[src/inc/mcr_pkg.sv]
`default_nettype none
package mcr_pkg;
  // ****************************************************
  // Address space
  // ****************************************************
  localparam int ADDR_W = 14;
  localparam logic [13:0] IO_LAST = 14'h001B;
  localparam logic [13:0] UNUSED_LAST = 14'h001F;
  localparam logic [13:0] WIN0_FIRST = 14'h0020;
  localparam logic [13:0] WIN0_LAST = 14'h004F;
  localparam logic [13:0] RAM_FIRST = 14'h0050;
  localparam logic [13:0] RAM_LAST = 14'h00FF;
  localparam logic [13:0] WIN1_FIRST = 14'h0100;
  localparam logic [13:0] WIN1_LAST = 14'h017F;
  localparam logic [13:0] SELF_FIRST = 14'h3F00;
  localparam logic [13:0] SELF_LAST = 14'h3FEF;
  localparam logic [13:0] OPTION_ADDR = 14'h3FDF;
  localparam logic [13:0] VEC_FIRST = 14'h3FF0;
  localparam int OPT_LOW_BANK_BIT = 7;
  localparam int OPT_HIGH_BANK_BIT = 6;
  localparam logic [7:0] OPT_RESET = 8'h02;
  localparam int OPT_IRQ_BIT = 1;
  // ****************************************************
  // Stack and flags
  // ****************************************************
  localparam logic [7:0] STK_HIGH_FIXED = 8'h03;
  localparam logic [5:0] STK_LOW_TOP = 6'h3F;
  localparam logic [13:0] STK_RESET = 14'h00FF;
  localparam logic [4:0] CCR_RESET = 5'h08;
  localparam int FLG_C = 0;
  localparam int FLG_Z = 1;
  localparam int FLG_N = 2;
  localparam int FLG_I = 3;
  localparam int FLG_H = 4;
  // ****************************************************
  // Register bus map
  // ****************************************************
  localparam logic [7:0] OFF_ACC = 8'h00;
  localparam logic [7:0] OFF_IDX = 8'h04;
  localparam logic [7:0] OFF_IP = 8'h08;
  localparam logic [7:0] OFF_STK = 8'h0C;
  localparam logic [7:0] OFF_CCR = 8'h10;
  localparam logic [7:0] OFF_OPT = 8'h14;
  localparam logic [7:0] OFF_OP = 8'h18;
  localparam logic [7:0] OFF_RES = 8'h1C;
  localparam logic [7:0] OFF_MADR = 8'h20;
  localparam logic [7:0] OFF_MDAT = 8'h24;
  localparam logic [1:0] RESP_OKAY = 2'b00;
  localparam logic [1:0] RESP_SLVERR = 2'b10;
  // Operations started by writing OFF_OP
  localparam logic [3:0] OP_ADD = 4'h0;
  localparam logic [3:0] OP_ADC = 4'h1;
  localparam logic [3:0] OP_SUB = 4'h2;
  localparam logic [3:0] OP_AND = 4'h3;
  localparam logic [3:0] OP_LSL = 4'h4;
  localparam logic [3:0] OP_ROR = 4'h5;
  localparam logic [3:0] OP_BTST = 4'h6;
  localparam logic [3:0] OP_SEI = 4'h7;
  localparam logic [3:0] OP_CLI = 4'h8;
  localparam logic [3:0] OP_STK_INIT = 4'h9;
  localparam logic [3:0] OP_CALL = 4'hA;
  localparam logic [3:0] OP_INTR = 4'hB;
  localparam logic [3:0] OP_PULL = 4'hC;
  localparam logic [3:0] OP_IDX = 4'hD;
  localparam logic [2:0] PUSH_CALL = 3'h2;
  localparam logic [2:0] PUSH_INTR = 3'h5;
  typedef enum logic [2:0] {
    MCR_NONE = 3'h0, MCR_IO = 3'h1, MCR_ROM = 3'h2, MCR_RAM = 3'h3,
    MCR_OVL = 3'h4, MCR_SELF = 3'h5, MCR_OPT = 3'h6, MCR_VEC = 3'h7
  } mcr_region_t;
  typedef struct packed {
    logic [7:0] addr;
    logic [31:0] data;
    logic [3:0] strb;
  } mcr_wreq_t;
endpackage : mcr_pkg
`default_nettype wire

[src/logic/mcr_core.sv]
// Functional notes
// - Instruction pointer spans 16384 bytes
// - Page zero: io, window, RAM
// - Low window follows low bank select
// - High window follows high bank select
// - Overlay RAM kept while ROM selected
// - Self-check area holds option register
// - Top sixteen bytes are vectors
// - User RAM $50-$FF, stack on top
// - Eight-bit accumulator holds results
// - Eight-bit index forms effective address
// - Instruction pointer is fourteen bits
// - Stack address upper bits fixed 00000011
// - Resets and reinit load $00FF
// - Stack wraps silently past 64
// - Call pushes two, interrupt five
// - Five individually readable flags
// - Half carry from bit three
// - Mask holds off, external latched
// - Negative copies result bit seven
// - Zero flags a zero result
// - Carry from ALU, shifts, bit test
// - Four low locations stay unused
// - Bank selects at option bits 7,6
`timescale 1ns/1ps
`default_nettype none
module mcr_core
  import mcr_pkg::*;
#(
  parameter int RAM_WORDS = 384
)(
  // Clock and reset
  input wire logic mclk,
  input wire logic rst,
  // AXI4-Lite write
  input wire logic [7:0] s_awaddr,
  input wire logic s_awvalid,
  output logic s_awready,
  input wire logic [31:0] s_wdata,
  input wire logic [3:0] s_wstrb,
  input wire logic s_wvalid,
  output logic s_wready,
  output logic [1:0] s_bresp,
  output logic s_bvalid,
  input wire logic s_bready,
  // AXI4-Lite read
  input wire logic [7:0] s_araddr,
  input wire logic s_arvalid,
  output logic s_arready,
  output logic [31:0] s_rdata,
  output logic [1:0] s_rresp,
  output logic s_rvalid,
  input wire logic s_rready,
  // Interrupt pin and memory decode
  input wire logic ext_irq_n,
  output logic irq_pending,
  output mcr_region_t mem_region
);
  // ****************************************************
  // Functions
  // ****************************************************
  function automatic logic in_rng(input logic [13:0] a, input logic [13:0] lo,
                                  input logic [13:0] hi);
    in_rng = (a >= lo) && (a <= hi);
  endfunction : in_rng

  function automatic logic [7:0] wr8(input logic [7:0] old, input logic [31:0] d,
                                     input logic [3:0] s);
    wr8 = s[0] ? d[7:0] : old;
  endfunction : wr8

  // ****************************************************
  // State
  // ****************************************************
  logic [7:0] acc_ff, idx_ff, opt_ff;
  logic [13:0] ip_ff, madr_ff;
  logic [5:0] stk_ff;
  logic [4:0] ccr_ff;
  logic [7:0] res_ff;
  logic [7:0] ram_ff [RAM_WORDS];
  logic irq_s1_ff, irq_s2_ff, irq_prev_ff, irq_latch_ff;
  logic aw_ff, w_ff, bv_ff, rv_ff;
  mcr_wreq_t wq_ff;
  logic [1:0] bresp_ff, rresp_ff;
  logic [31:0] rdata_ff;

  // ****************************************************
  // Write channel capture
  // ****************************************************
  assign s_awready = !aw_ff && !bv_ff;
  assign s_wready = !w_ff && !bv_ff;
  wire aw_take = s_awvalid && s_awready;
  wire w_take = s_wvalid && s_wready;
  wire wr_go = aw_ff && w_ff && !bv_ff;
  wire [7:0] wa = wq_ff.addr;
  wire [3:0] wop = wq_ff.data[3:0];
  wire [7:0] wb = wq_ff.data[7:0];

  always_ff @(posedge mclk)
  begin
    if (rst)
    begin
      aw_ff <= 1'b0;
      w_ff <= 1'b0;
      wq_ff <= '0;
    end
    else
    begin
      if (aw_take)
        wq_ff.addr <= {s_awaddr[7:2], 2'b00};
      if (w_take)
      begin
        wq_ff.data <= s_wdata;
        wq_ff.strb <= s_wstrb;
      end
      aw_ff <= wr_go ? 1'b0 : (aw_ff | aw_take);
      w_ff <= wr_go ? 1'b0 : (w_ff | w_take);
    end
  end

  // ****************************************************
  // Memory decode
  // ****************************************************
  wire [13:0] ma = madr_ff;
  wire low_bank_sel = opt_ff[OPT_LOW_BANK_BIT];
  wire high_bank_sel = opt_ff[OPT_HIGH_BANK_BIT];
  wire in_w0 = in_rng(ma, WIN0_FIRST, WIN0_LAST);
  wire in_w1 = in_rng(ma, WIN1_FIRST, WIN1_LAST);
  wire ovl_sel = (in_w0 && low_bank_sel) || (in_w1 && high_bank_sel);
  wire [8:0] ram_idx = ma[8:0];
  assign mem_region =
    (ma <= IO_LAST) ? MCR_IO :
    (ma <= UNUSED_LAST) ? MCR_NONE :
    ovl_sel ? MCR_OVL :
    (in_w0 || in_w1) ? MCR_ROM :
    in_rng(ma, RAM_FIRST, RAM_LAST) ? MCR_RAM :
    (ma == OPTION_ADDR) ? MCR_OPT :
    in_rng(ma, SELF_FIRST, SELF_LAST) ? MCR_SELF :
    (ma >= VEC_FIRST) ? MCR_VEC :
    MCR_ROM;
  wire ram_hit = (mem_region == MCR_OVL) || (mem_region == MCR_RAM);
  // Own cell per address, so high window never aliases user RAM
  wire [7:0] ram_rd = ram_ff[ram_idx];

  // ****************************************************
  // ALU
  // ****************************************************
  wire cin = (wop == OP_ADC) && ccr_ff[FLG_C];
  wire [8:0] sum = {1'b0, acc_ff} + {1'b0, idx_ff} + {8'h00, cin};
  wire [4:0] hsum = {1'b0, acc_ff[3:0]} + {1'b0, idx_ff[3:0]} + {4'h0, cin};
  wire [8:0] dif = {1'b0, acc_ff} - {1'b0, idx_ff};
  wire [7:0] alu_y =
    (wop == OP_SUB) ? dif[7:0] :
    (wop == OP_AND) ? (acc_ff & idx_ff) :
    (wop == OP_LSL) ? {acc_ff[6:0], 1'b0} :
    (wop == OP_ROR) ? {ccr_ff[FLG_C], acc_ff[7:1]} :
    sum[7:0];
  wire alu_c =
    (wop == OP_SUB) ? dif[8] :
    (wop == OP_LSL) ? acc_ff[7] :
    (wop == OP_ROR) ? acc_ff[0] :
    (wop == OP_BTST) ? acc_ff[idx_ff[2:0]] :
    (wop == OP_AND) ? ccr_ff[FLG_C] :
    sum[8];
  wire is_alu = (wop <= OP_ROR);
  wire is_add = (wop == OP_ADD) || (wop == OP_ADC);
  wire [5:0] push_n = (wop == OP_CALL) ? {3'b000, PUSH_CALL} : {3'b000, PUSH_INTR};

  // ****************************************************
  // Register writes
  // ****************************************************
  wire do_op = wr_go && (wa == OFF_OP) && wq_ff.strb[0];
  wire wr_ram = wr_go && (wa == OFF_MDAT) && wq_ff.strb[0] && ram_hit;
  wire irq_fall = irq_prev_ff && !irq_s2_ff;
  wire irq_ack = do_op && (wop == OP_INTR);

  always_ff @(posedge mclk)
  begin
    if (rst)
    begin
      acc_ff <= 8'h00;
      idx_ff <= 8'h00;
      ip_ff <= 14'h0000;
      stk_ff <= STK_LOW_TOP;
      ccr_ff <= CCR_RESET; // Mask set
      opt_ff <= OPT_RESET; // Edge-level bit set
      madr_ff <= 14'h0000;
      res_ff <= 8'h00;
    end
    else if (wr_go)
    begin
      if (wa == OFF_ACC)
        acc_ff <= wr8(acc_ff, wq_ff.data, wq_ff.strb);
      if (wa == OFF_IDX)
        idx_ff <= wr8(idx_ff, wq_ff.data, wq_ff.strb);
      if (wa == OFF_IP && wq_ff.strb[0])
        ip_ff <= wq_ff.data[13:0];
      if (wa == OFF_STK && wq_ff.strb[0])
        stk_ff <= wq_ff.data[5:0];
      if (wa == OFF_CCR && wq_ff.strb[0])
        ccr_ff <= wq_ff.data[4:0];
      if (wa == OFF_OPT && wq_ff.strb[0])
        opt_ff <= {wb[OPT_LOW_BANK_BIT], wb[OPT_HIGH_BANK_BIT], 4'h0,
                   opt_ff[OPT_IRQ_BIT] & wb[OPT_IRQ_BIT], 1'b0};
      if (wa == OFF_MADR && wq_ff.strb[0])
        madr_ff <= wq_ff.data[13:0];
      if (do_op)
      begin
        if (is_alu)
        begin
          acc_ff <= alu_y;
          res_ff <= alu_y;
          ccr_ff[FLG_N] <= alu_y[7];
          ccr_ff[FLG_Z] <= (alu_y == 8'h00);
          ccr_ff[FLG_C] <= alu_c;
          if (is_add)
            ccr_ff[FLG_H] <= hsum[4];
        end
        case (wop)
          OP_BTST: ccr_ff[FLG_C] <= alu_c;
          OP_SEI: ccr_ff[FLG_I] <= 1'b1;
          OP_CLI: ccr_ff[FLG_I] <= 1'b0;
          OP_STK_INIT: stk_ff <= STK_LOW_TOP;
          OP_CALL, OP_INTR: stk_ff <= stk_ff - push_n;
          OP_PULL: stk_ff <= stk_ff + 6'h01;
          OP_IDX: madr_ff <= {6'h00, idx_ff};
          default: ;
        endcase
        if (wop == OP_INTR)
          ccr_ff[FLG_I] <= 1'b1;
      end
    end
  end

  // ****************************************************
  // Overlay and user RAM
  // ****************************************************
  always_ff @(posedge mclk)
  begin
    if (wr_ram)
      ram_ff[ram_idx] <= wb;
  end

  // ****************************************************
  // External interrupt latch
  // ****************************************************
  always_ff @(posedge mclk)
  begin
    if (rst)
    begin
      irq_s1_ff <= 1'b1;
      irq_s2_ff <= 1'b1;
      irq_prev_ff <= 1'b1;
      irq_latch_ff <= 1'b0;
    end
    else
    begin
      irq_s1_ff <= ext_irq_n;
      irq_s2_ff <= irq_s1_ff;
      irq_prev_ff <= irq_s2_ff;
      // Edge wins over acknowledge
      irq_latch_ff <= irq_fall | (irq_latch_ff & !irq_ack);
    end
  end
  wire lvl_irq = opt_ff[OPT_IRQ_BIT] && !irq_s2_ff;
  assign irq_pending = (irq_latch_ff || lvl_irq) && !ccr_ff[FLG_I];

  // ****************************************************
  // Write response
  // ****************************************************
  wire wa_ok = (wa <= OFF_MDAT) && !(wa == OFF_MDAT && !ram_hit);
  always_ff @(posedge mclk)
  begin
    if (rst)
    begin
      bv_ff <= 1'b0;
      bresp_ff <= RESP_OKAY;
    end
    else if (wr_go)
    begin
      bv_ff <= 1'b1;
      bresp_ff <= wa_ok ? RESP_OKAY : RESP_SLVERR;
    end
    else if (s_bready)
      bv_ff <= 1'b0;
  end
  assign s_bvalid = bv_ff;
  assign s_bresp = bresp_ff;

  // ****************************************************
  // Read channel
  // ****************************************************
  assign s_arready = !rv_ff;
  wire [7:0] ra = {s_araddr[7:2], 2'b00};
  wire [13:0] stk_addr = {STK_HIGH_FIXED, stk_ff};
  wire ra_ok = (ra <= OFF_MDAT);
  wire [31:0] rmux =
    (ra == OFF_ACC) ? {24'h0, acc_ff} :
    (ra == OFF_IDX) ? {24'h0, idx_ff} :
    (ra == OFF_IP) ? {18'h0, ip_ff} :
    (ra == OFF_STK) ? {18'h0, stk_addr} :
    (ra == OFF_CCR) ? {27'h0, ccr_ff} :
    (ra == OFF_OPT) ? {24'h0, opt_ff} :
    (ra == OFF_RES) ? {24'h0, res_ff} :
    (ra == OFF_MADR) ? {18'h0, madr_ff} :
    (ra == OFF_MDAT) ? {21'h0, mem_region, (ram_hit ? ram_rd : 8'h00)} :
    32'h0;
  always_ff @(posedge mclk)
  begin
    if (rst)
    begin
      rv_ff <= 1'b0;
      rdata_ff <= 32'h0;
      rresp_ff <= RESP_OKAY;
    end
    else if (s_arvalid && s_arready)
    begin
      rv_ff <= 1'b1;
      rdata_ff <= rmux;
      rresp_ff <= ra_ok ? RESP_OKAY : RESP_SLVERR;
    end
    else if (s_rready)
      rv_ff <= 1'b0;
  end
  assign s_rvalid = rv_ff;
  assign s_rdata = rdata_ff;
  assign s_rresp = rresp_ff;

  // ****************************************************
  // Checks
  // ****************************************************
  property p_stk_fixed;
    @(posedge mclk) disable iff (rst)
      (s_arvalid && s_arready && ra == OFF_STK) |=> s_rdata[13:6] == STK_HIGH_FIXED;
  endproperty
  a_stk_fixed: assert property (p_stk_fixed) else $error("stack upper bits wrong");

  property p_stk_init;
    @(posedge mclk) disable iff (rst) (do_op && wop == OP_STK_INIT) |=> stk_addr == STK_RESET;
  endproperty
  a_stk_init: assert property (p_stk_init) else $error("stack reinit failed");

  property p_call;
    @(posedge mclk) disable iff (rst)
      (do_op && wop == OP_CALL) |=> stk_ff == $past(stk_ff) - 6'h02;
  endproperty
  a_call: assert property (p_call) else $error("call push count wrong");

  property p_win0;
    @(posedge mclk) disable iff (rst)
      in_w0 |-> (mem_region == (low_bank_sel ? MCR_OVL : MCR_ROM));
  endproperty
  a_win0: assert property (p_win0) else $error("low window steering wrong");

  property p_win1;
    @(posedge mclk) disable iff (rst)
      in_w1 |-> (mem_region == (high_bank_sel ? MCR_OVL : MCR_ROM));
  endproperty
  a_win1: assert property (p_win1) else $error("high window steering wrong");

  property p_zero;
    @(posedge mclk) disable iff (rst)
      (do_op && is_alu) |=> ccr_ff[FLG_Z] == (acc_ff == 8'h00);
  endproperty
  a_zero: assert property (p_zero) else $error("zero flag wrong");

  property p_neg;
    @(posedge mclk) disable iff (rst)
      (do_op && is_alu) |=> ccr_ff[FLG_N] == acc_ff[7];
  endproperty
  a_neg: assert property (p_neg) else $error("negative flag wrong");

  property p_mask;
    @(posedge mclk) disable iff (rst) ccr_ff[FLG_I] |-> !irq_pending;
  endproperty
  a_mask: assert property (p_mask) else $error("interrupt not held off");

  property p_latch;
    @(posedge mclk) disable iff (rst) irq_fall |=> irq_latch_ff;
  endproperty
  a_latch: assert property (p_latch) else $error("edge not latched");

  property p_unused;
    @(posedge mclk) disable iff (rst)
      (ma > IO_LAST && ma <= UNUSED_LAST) |-> mem_region == MCR_NONE;
  endproperty
  a_unused: assert property (p_unused) else $error("unused area decoded");
endmodule : mcr_core
`default_nettype wire
[config.mk]
export PLATFORM = sky130hd
export DESIGN_NAME = mcr_core
export DESIGN_NICKNAME = d
export VERILOG_FILES = /design/src/inc/mcr_pkg.sv /design/src/logic/mcr_core.sv
export SDC_FILE = /design/constraint.sdc
export NUM_CORES = 2
export LEC_CHECK = 0
export BUFFER_PORTS_ARGS = -buffer_cell sky130_fd_sc_hd__buf_2
export CAP_MARGIN = 40
export CORE_ASPECT_RATIO = 1.75
export CORE_MARGIN = 2
export CORE_UTILIZATION = 25
export CTS_CLUSTER_SIZE = 12
export DETAILED_ROUTE_END_ITERATION = 8
export HOLD_SLACK_MARGIN = 0.12
export MAX_ROUTING_LAYER = met4
export PLACE_DENSITY = 0.37
export SLEW_MARGIN = 20
export SYNTH_ARGS = -nofsm -noshare
export SYNTH_HDL_FRONTEND = slang
export SYNTH_SLANG_ARGS = --single-unit
[constraint.sdc]
create_clock -name mclk -period 10.4 [get_ports mclk]
set_input_delay 0 -clock mclk [delete_from_list [all_inputs] [get_ports mclk]]
set_output_delay 0 -clock mclk [all_outputs]
set_load 0.005 [all_outputs]
# [After elaboration in Yosys (flattened, before gate mapping)]
# Memories as Yosys holds them, arrays and structs flattened. A register that Yosys moved wholly into a read port is not among the register bits.
# Cells that the tools add are included.
[word_totals] ram_bits=3072 word_cells=197 mem_count=1 regBits=131 output_inout_bits=45
[mem_list] name="ram_ff" words=384 width=8 rd=1 rd_ports_with_merged_regs=1 write_ports=1 line="mcr_core.sv:80" source="logic [7:0] ram_ff [RAM_WORDS];"
[op_classes] magnitude_cmp=15 n_addsub=7 eq_ne=32 n_mux=58 n_bitwise=6 reduce_logical=56
[ops] operator="14-bit 2-to-1 mux" n=11
[ops] operator="8-bit 2-to-1 mux" n=9
[ops] operator="6-bit by 3-bit == test with 1-bit output, second input constant" n=6
[ops] operator="1-bit logical AND" n=30
[ops] operator="3-bit 2-to-1 mux" n=10
[ops] operator="14-bit greater-or-equal comparator, second input constant" n=2
[ops] operator="14-bit by 5-bit less-or-equal comparator with 1-bit output, second input constant" n=2
[ops] operator="4-bit == test, second input constant" n=6
[ops] operator="6-bit by 2-bit == test with 1-bit output, second input constant" n=4
[ops] operator="6-bit by 4-bit == test with 1-bit output, second input constant" n=4
[ops] operator="8-bit logical NOT" n=3
[ops] operator="9-bit 2-to-1 mux" n=2
[ops] operator="6-bit one-hot mux with 3 select lines" n=1
[ops] operator="4-bit by 3-bit == test with 1-bit output, second input constant" n=4
[ops] operator="8-bit by 6-bit less-or-equal comparator with 1-bit output, second input constant" n=2
[ops] operator="1-bit 2-to-1 mux" n=16
[ops] operator="14-bit == test, second input constant" n=1
[ops] operator="14-bit by 6-bit greater-or-equal comparator with 1-bit output, second input constant" n=1
[ops] operator="14-bit by 7-bit greater-or-equal comparator with 1-bit output, second input constant" n=1
[ops] operator="14-bit by 9-bit greater-or-equal comparator with 1-bit output, second input constant" n=1
[ops] operator="14-bit less-or-equal comparator, second input constant" n=1
[ops] operator="14-bit by 7-bit less-or-equal comparator with 1-bit output, second input constant" n=1
[ops] operator="14-bit by 8-bit less-or-equal comparator with 1-bit output, second input constant" n=1
[ops] operator="14-bit by 9-bit less-or-equal comparator with 1-bit output, second input constant" n=1
[ops] operator="other kinds (30)" n=54

# [Longest topological paths before layout]
[depth] ltp_word=21 mapped_depth=15 mapped_depth_nobuf=13

# [Worst setup path before layout]
# No wires, ideal clock.
[synth_timing] path_type="reg-to-reg" startpoint="reg wq_ff, in the netlist wb[3]" endpoint="reg acc_ff[6]" arrival_time_ns=8.274 path_buffers=2 t_required_ns=10.305 synth_period_minus_slack_ns=8.368 setup_time_ns=0.095 stages_incl_launch_ff=16 setup_slack_ns=2.032 cell_sequence="dfxtp_1 -> clkbuf_1 -> clkbuf_1 -> inv_1 -> nand4_1 -> fa_1 -> inv_1 -> fa_1 -> nor2b_1 -> o21a_1 -> o21a_1 -> or4_1 -> a22oi_1 -> o221a_2 -> o22ai_1 -> a211oi_1"
[synth_via] elab_chain_cells=9 word_cells_on_any_way=14 cone_classes="add/sub (1); order compare (1); eq/ne (5); mux (6); reduce/logical (1)"
[synth_rtl] item="from (decl)" line="mcr_core.sv:83" source="mcr_wreq_t wq_ff;"
[synth_rtl] item="4-bit by 1-bit == test with 1-bit output" line="mcr_core.sv:148" source="wire cin = (wop == OP_ADC) && ccr_ff[FLG_C];"
[synth_rtl] item="1-bit logical AND" line="mcr_core.sv:148"
[synth_rtl] item="9-bit by 1-bit adder with 9-bit output" line="mcr_core.sv:149" source="wire [8:0] sum = {1'b0, acc_ff} + {1'b0, idx_ff} + {8'h00, cin};"
[synth_rtl] item="8-bit 2-to-1 mux" line="mcr_core.sv:156" source="(wop == OP_ROR) ? {ccr_ff[FLG_C], acc_ff[7:1]} :"
[synth_rtl] item="8-bit 2-to-1 mux" line="mcr_core.sv:155" source="(wop == OP_LSL) ? {acc_ff[6:0], 1'b0} :"
[synth_rtl] item="8-bit 2-to-1 mux" line="mcr_core.sv:154" source="(wop == OP_AND) ? (acc_ff & idx_ff) :"
[synth_rtl] item="8-bit 2-to-1 mux" line="mcr_core.sv:153" source="(wop == OP_SUB) ? dif[7:0] :"
[synth_rtl] item="8-bit 2-to-1 mux *" line="mcr_core.sv:209" source="if (is_alu)"
[synth_rtl] item="8-bit 2-to-1 mux *" line="mcr_core.sv:207" source="if (do_op)"
[synth_rtl] item="to (signal assigned)" line="mcr_core.sv:193" source="acc_ff <= wr8(acc_ff, wq_ff.data, wq_ff.strb);"
[synth_rtl] item="to (signal assigned)" line="mcr_core.sv:211" source="acc_ff <= alu_y;"
[synth_rtl] item="to (decl)" line="mcr_core.sv:75" source="logic [7:0] acc_ff, idx_ff, opt_ff;"
# Mark *: on every way between the ends. The rest lies on a longest branch, timed or not.
# A chain may end at the register's enable or synchronous reset.

==> out/summary.txt <==
GRT Total Usage - 0.174
final setup fails - 0
Hold Path End - aw_ff
area grow syn2layout - 18.2%
CTS tree - built
Max Freq - 0.161 GHz
root buffer cell - clkbuf_16
post-DR vias/cell - 4.71
final hold vios - 0
Synth cell types - 89
IO Pins - 105
Worst-Margin Slew - 1.08 ns
Reg2Reg Depth - 10
Seq/Total Area, Yosys - 0.749
Clock Path Buffers - 4
hold depth - 4
crit end category - register
hold wc startpoint - s_awvalid
asr flop ratio synth - 0
synthesized area per cell - 19.8 um^2
Hold WS - 0.250 ns
Starting DRT DRC Count - 5213
PortBufs - 59
post-route minimum period - 6.23 ns
fin cells - 14.1k
die area - 0.511 mm^2
core area - 0.504 mm^2
Hold Crit Class - primary input to register
Crit Path Class - register to register
largest net degree at the start of global routing - 150
Yosys Warn Count - 0
CP Data Required Time - 11.28 ns
most frequent cells in the layout - 3072 x edfxtp_1, 744 x mux4_2, 499 x buf_4
DP Area - 0.138 mm^2
Syn Std Cell Area - 0.126 mm^2
initial core utilization - 0.251
register clock-pin slew on the reported worst setup and hold paths - 0.07 ns
status - completed
Final period util - 0.599
WP data arrival - 7.11 ns
Residual DRC - 0
final wirelength - 438000 um
post_cts resized - 0
Clock Skew - 0.0592 ns
flops & latches, synth - 3192
Post-CTS Setup Inserts - 0
DIE WIDTH - 541 um
WL met2 - 240000 um
total negative slack - 0 ns
Die Ht - 944 um
GP Congestion - 0.849
Slew Limit Fails - 0
row cnt - 345
fin nets - 7401
hold-fix buffer count after cts - 117
GR Overflow Total - 0
Synth Flop Type - edfxtp_1
Top Metal Used - met4
CP startpoint kind - register
layout cell share with drive strength beyond 1 - 0.250
first-pass GRT wire length - 597000 um
post-route total power - 25.7 mW
initial antenna violation count - 11
flop2flop setup slack - 4.17 ns
commonest non-fill, non-tap cell in the layout - edfxtp_1
design area - 0.149 mm^2
RSZ-0062 raised after global routing - false
cells after synthesis - 6370
number of synthesized flops with an enable pin - 3072
# H-tree levels - 5
Worst-Skew Late Latency - 0.96 ns
total CTS buffers - 323
relative max-transition margin - 0.282
leak pwr - 45.6 nW
Power per Cell Area - 172 mW/mm^2
DPL Wire Length - 290000 um
vias in the first global route - 70.1k
Detail Route Antenna Nets - 0
max-cap violation count - 0
worst flop-to-flop path endpoint - s_rdata[5]
Max FO, Critical Path - 27
DR pass1 iterations - 8
routed length on met3 - 16000 um
peak supply drop - 0.127 mV
placed insts - 13.4k
Vias - 66.3k
WL met1 - 159000 um
WL/cell - 31.1 um
CTS Sinks - 3192
[critical path, cell delays in order (launching register included)]
cell           delay (ns)
dfxtp_4              0.83
buf_4                0.64
buf_4                0.69
and2_4               0.82
a22oi_1              0.29
a21oi_1              0.50
nor3_2               0.21
o32ai_1              0.77
o221ai_1             0.38
a211oi_1             0.29
dlygate4sd3_1        0.56
[Yosys cell counts (21+ instances only)]
cell	count	area, um^2
a22oi_1	113	848
a21oi_1	160	801
edfxtp_1	3072	92200
nor2b_1	40	250
buf_4	55	413
nand3_1	52	260
a22o_1	42	368
a211oi_1	28	210
mux4_1	25	657
buf_1	32	120
buf_6	52	586
mux4_2	744	16800
a221oi_1	72	631
nor3_1	58	290
mux2i_1	149	1490
inv_1	36	135
o21ai_0	121	606
nor2_1	501	1880
mux2_2	22	248
dfxtp_1	120	2400
clkbuf_1	181	679
buf_2	66	330
ha_1	21	263
o22ai_1	50	313
nand2_1	233	875
[registers in the layout (all words and copies together) (netlist names), 3 cells and up, named ones only]
name / count
ccr_ff: 5
res_ff: 8
wb: 8
acc_ff: 8
s_rdata: 14
wa: 6
wq_ff: 7
ram_ff: 3072
ma: 14
idx_ff: 8
ip_ff: 14
opt_ff: 3
stk_ff: 6
[layer usage]
layer  global-route usage  vias to the layer above
met2                0.322                     1713
li1                     -                    27900
met1                0.184                    36100
met4               0.0780                        0
met3               0.0192                      628
met5                    -                        -
[metrics by stage]
step,utilization,setup slack [ns]
2_1_floorplan,-,2.03
3_3_place_gp,0.268,4.13
3_5_place_dp,0.274,4.58
4_1_cts,0.295,4.10
5_1_grt,0.296,4.13
6_report,0.296,4.17
[how the worst max path moves through the flow]
| stage | startpoint | end | slack [ns] | cells after the start |
|---|---|---|---|---|
| 2_1_floorplan | wb[3] | acc_ff[6] | 2.03 | 15 |
| 3_3_place_gp | register | s_rdata[1] | 4.13 | 10 |
| 3_5_place_dp | register | s_rdata[3] | 4.58 | 9 |
| 4_1_cts | register | s_rdata[5] | 4.10 | 10 |
| 5_1_grt | register | s_rdata[5] | 4.13 | 12 |
| 6_report | register | s_rdata[5] | 4.17 | 10 |
[final cells by class]
cell class,instances,area (um^2)
timing repair buffer,757,6660
tap,6593,8250
antenna,15,37.5
multi-input combinational,3000,30400
clock buffer,430,8750
sequential,3192,94700
fill,49300,354000
clock inverter,54,343
inverter,42,165
[power by group]
group          internal, mW  total (mW)  switching (mW)
Combinational         0.148       0.563           0.415
Sequential             14.2        14.3          0.0525
Clock                  5.87        10.8            4.94
[kinds of logic (layout without fill, tap and decap cells)]
kind of cell,count (synthesis),count (layout),share of synthesized area
fa+ha+maj,25,25,0.00271
xor+xnor,12,12,0.000832
buf+inv,453,1283,0.0209
compound gates,735,735,0.0397
simple gates,1012,1012,0.0352
other cells,1,291,0.0000297
flops,3192,3192,0.749
mux,940,940,0.152
(Power assumes the default switching activity.)
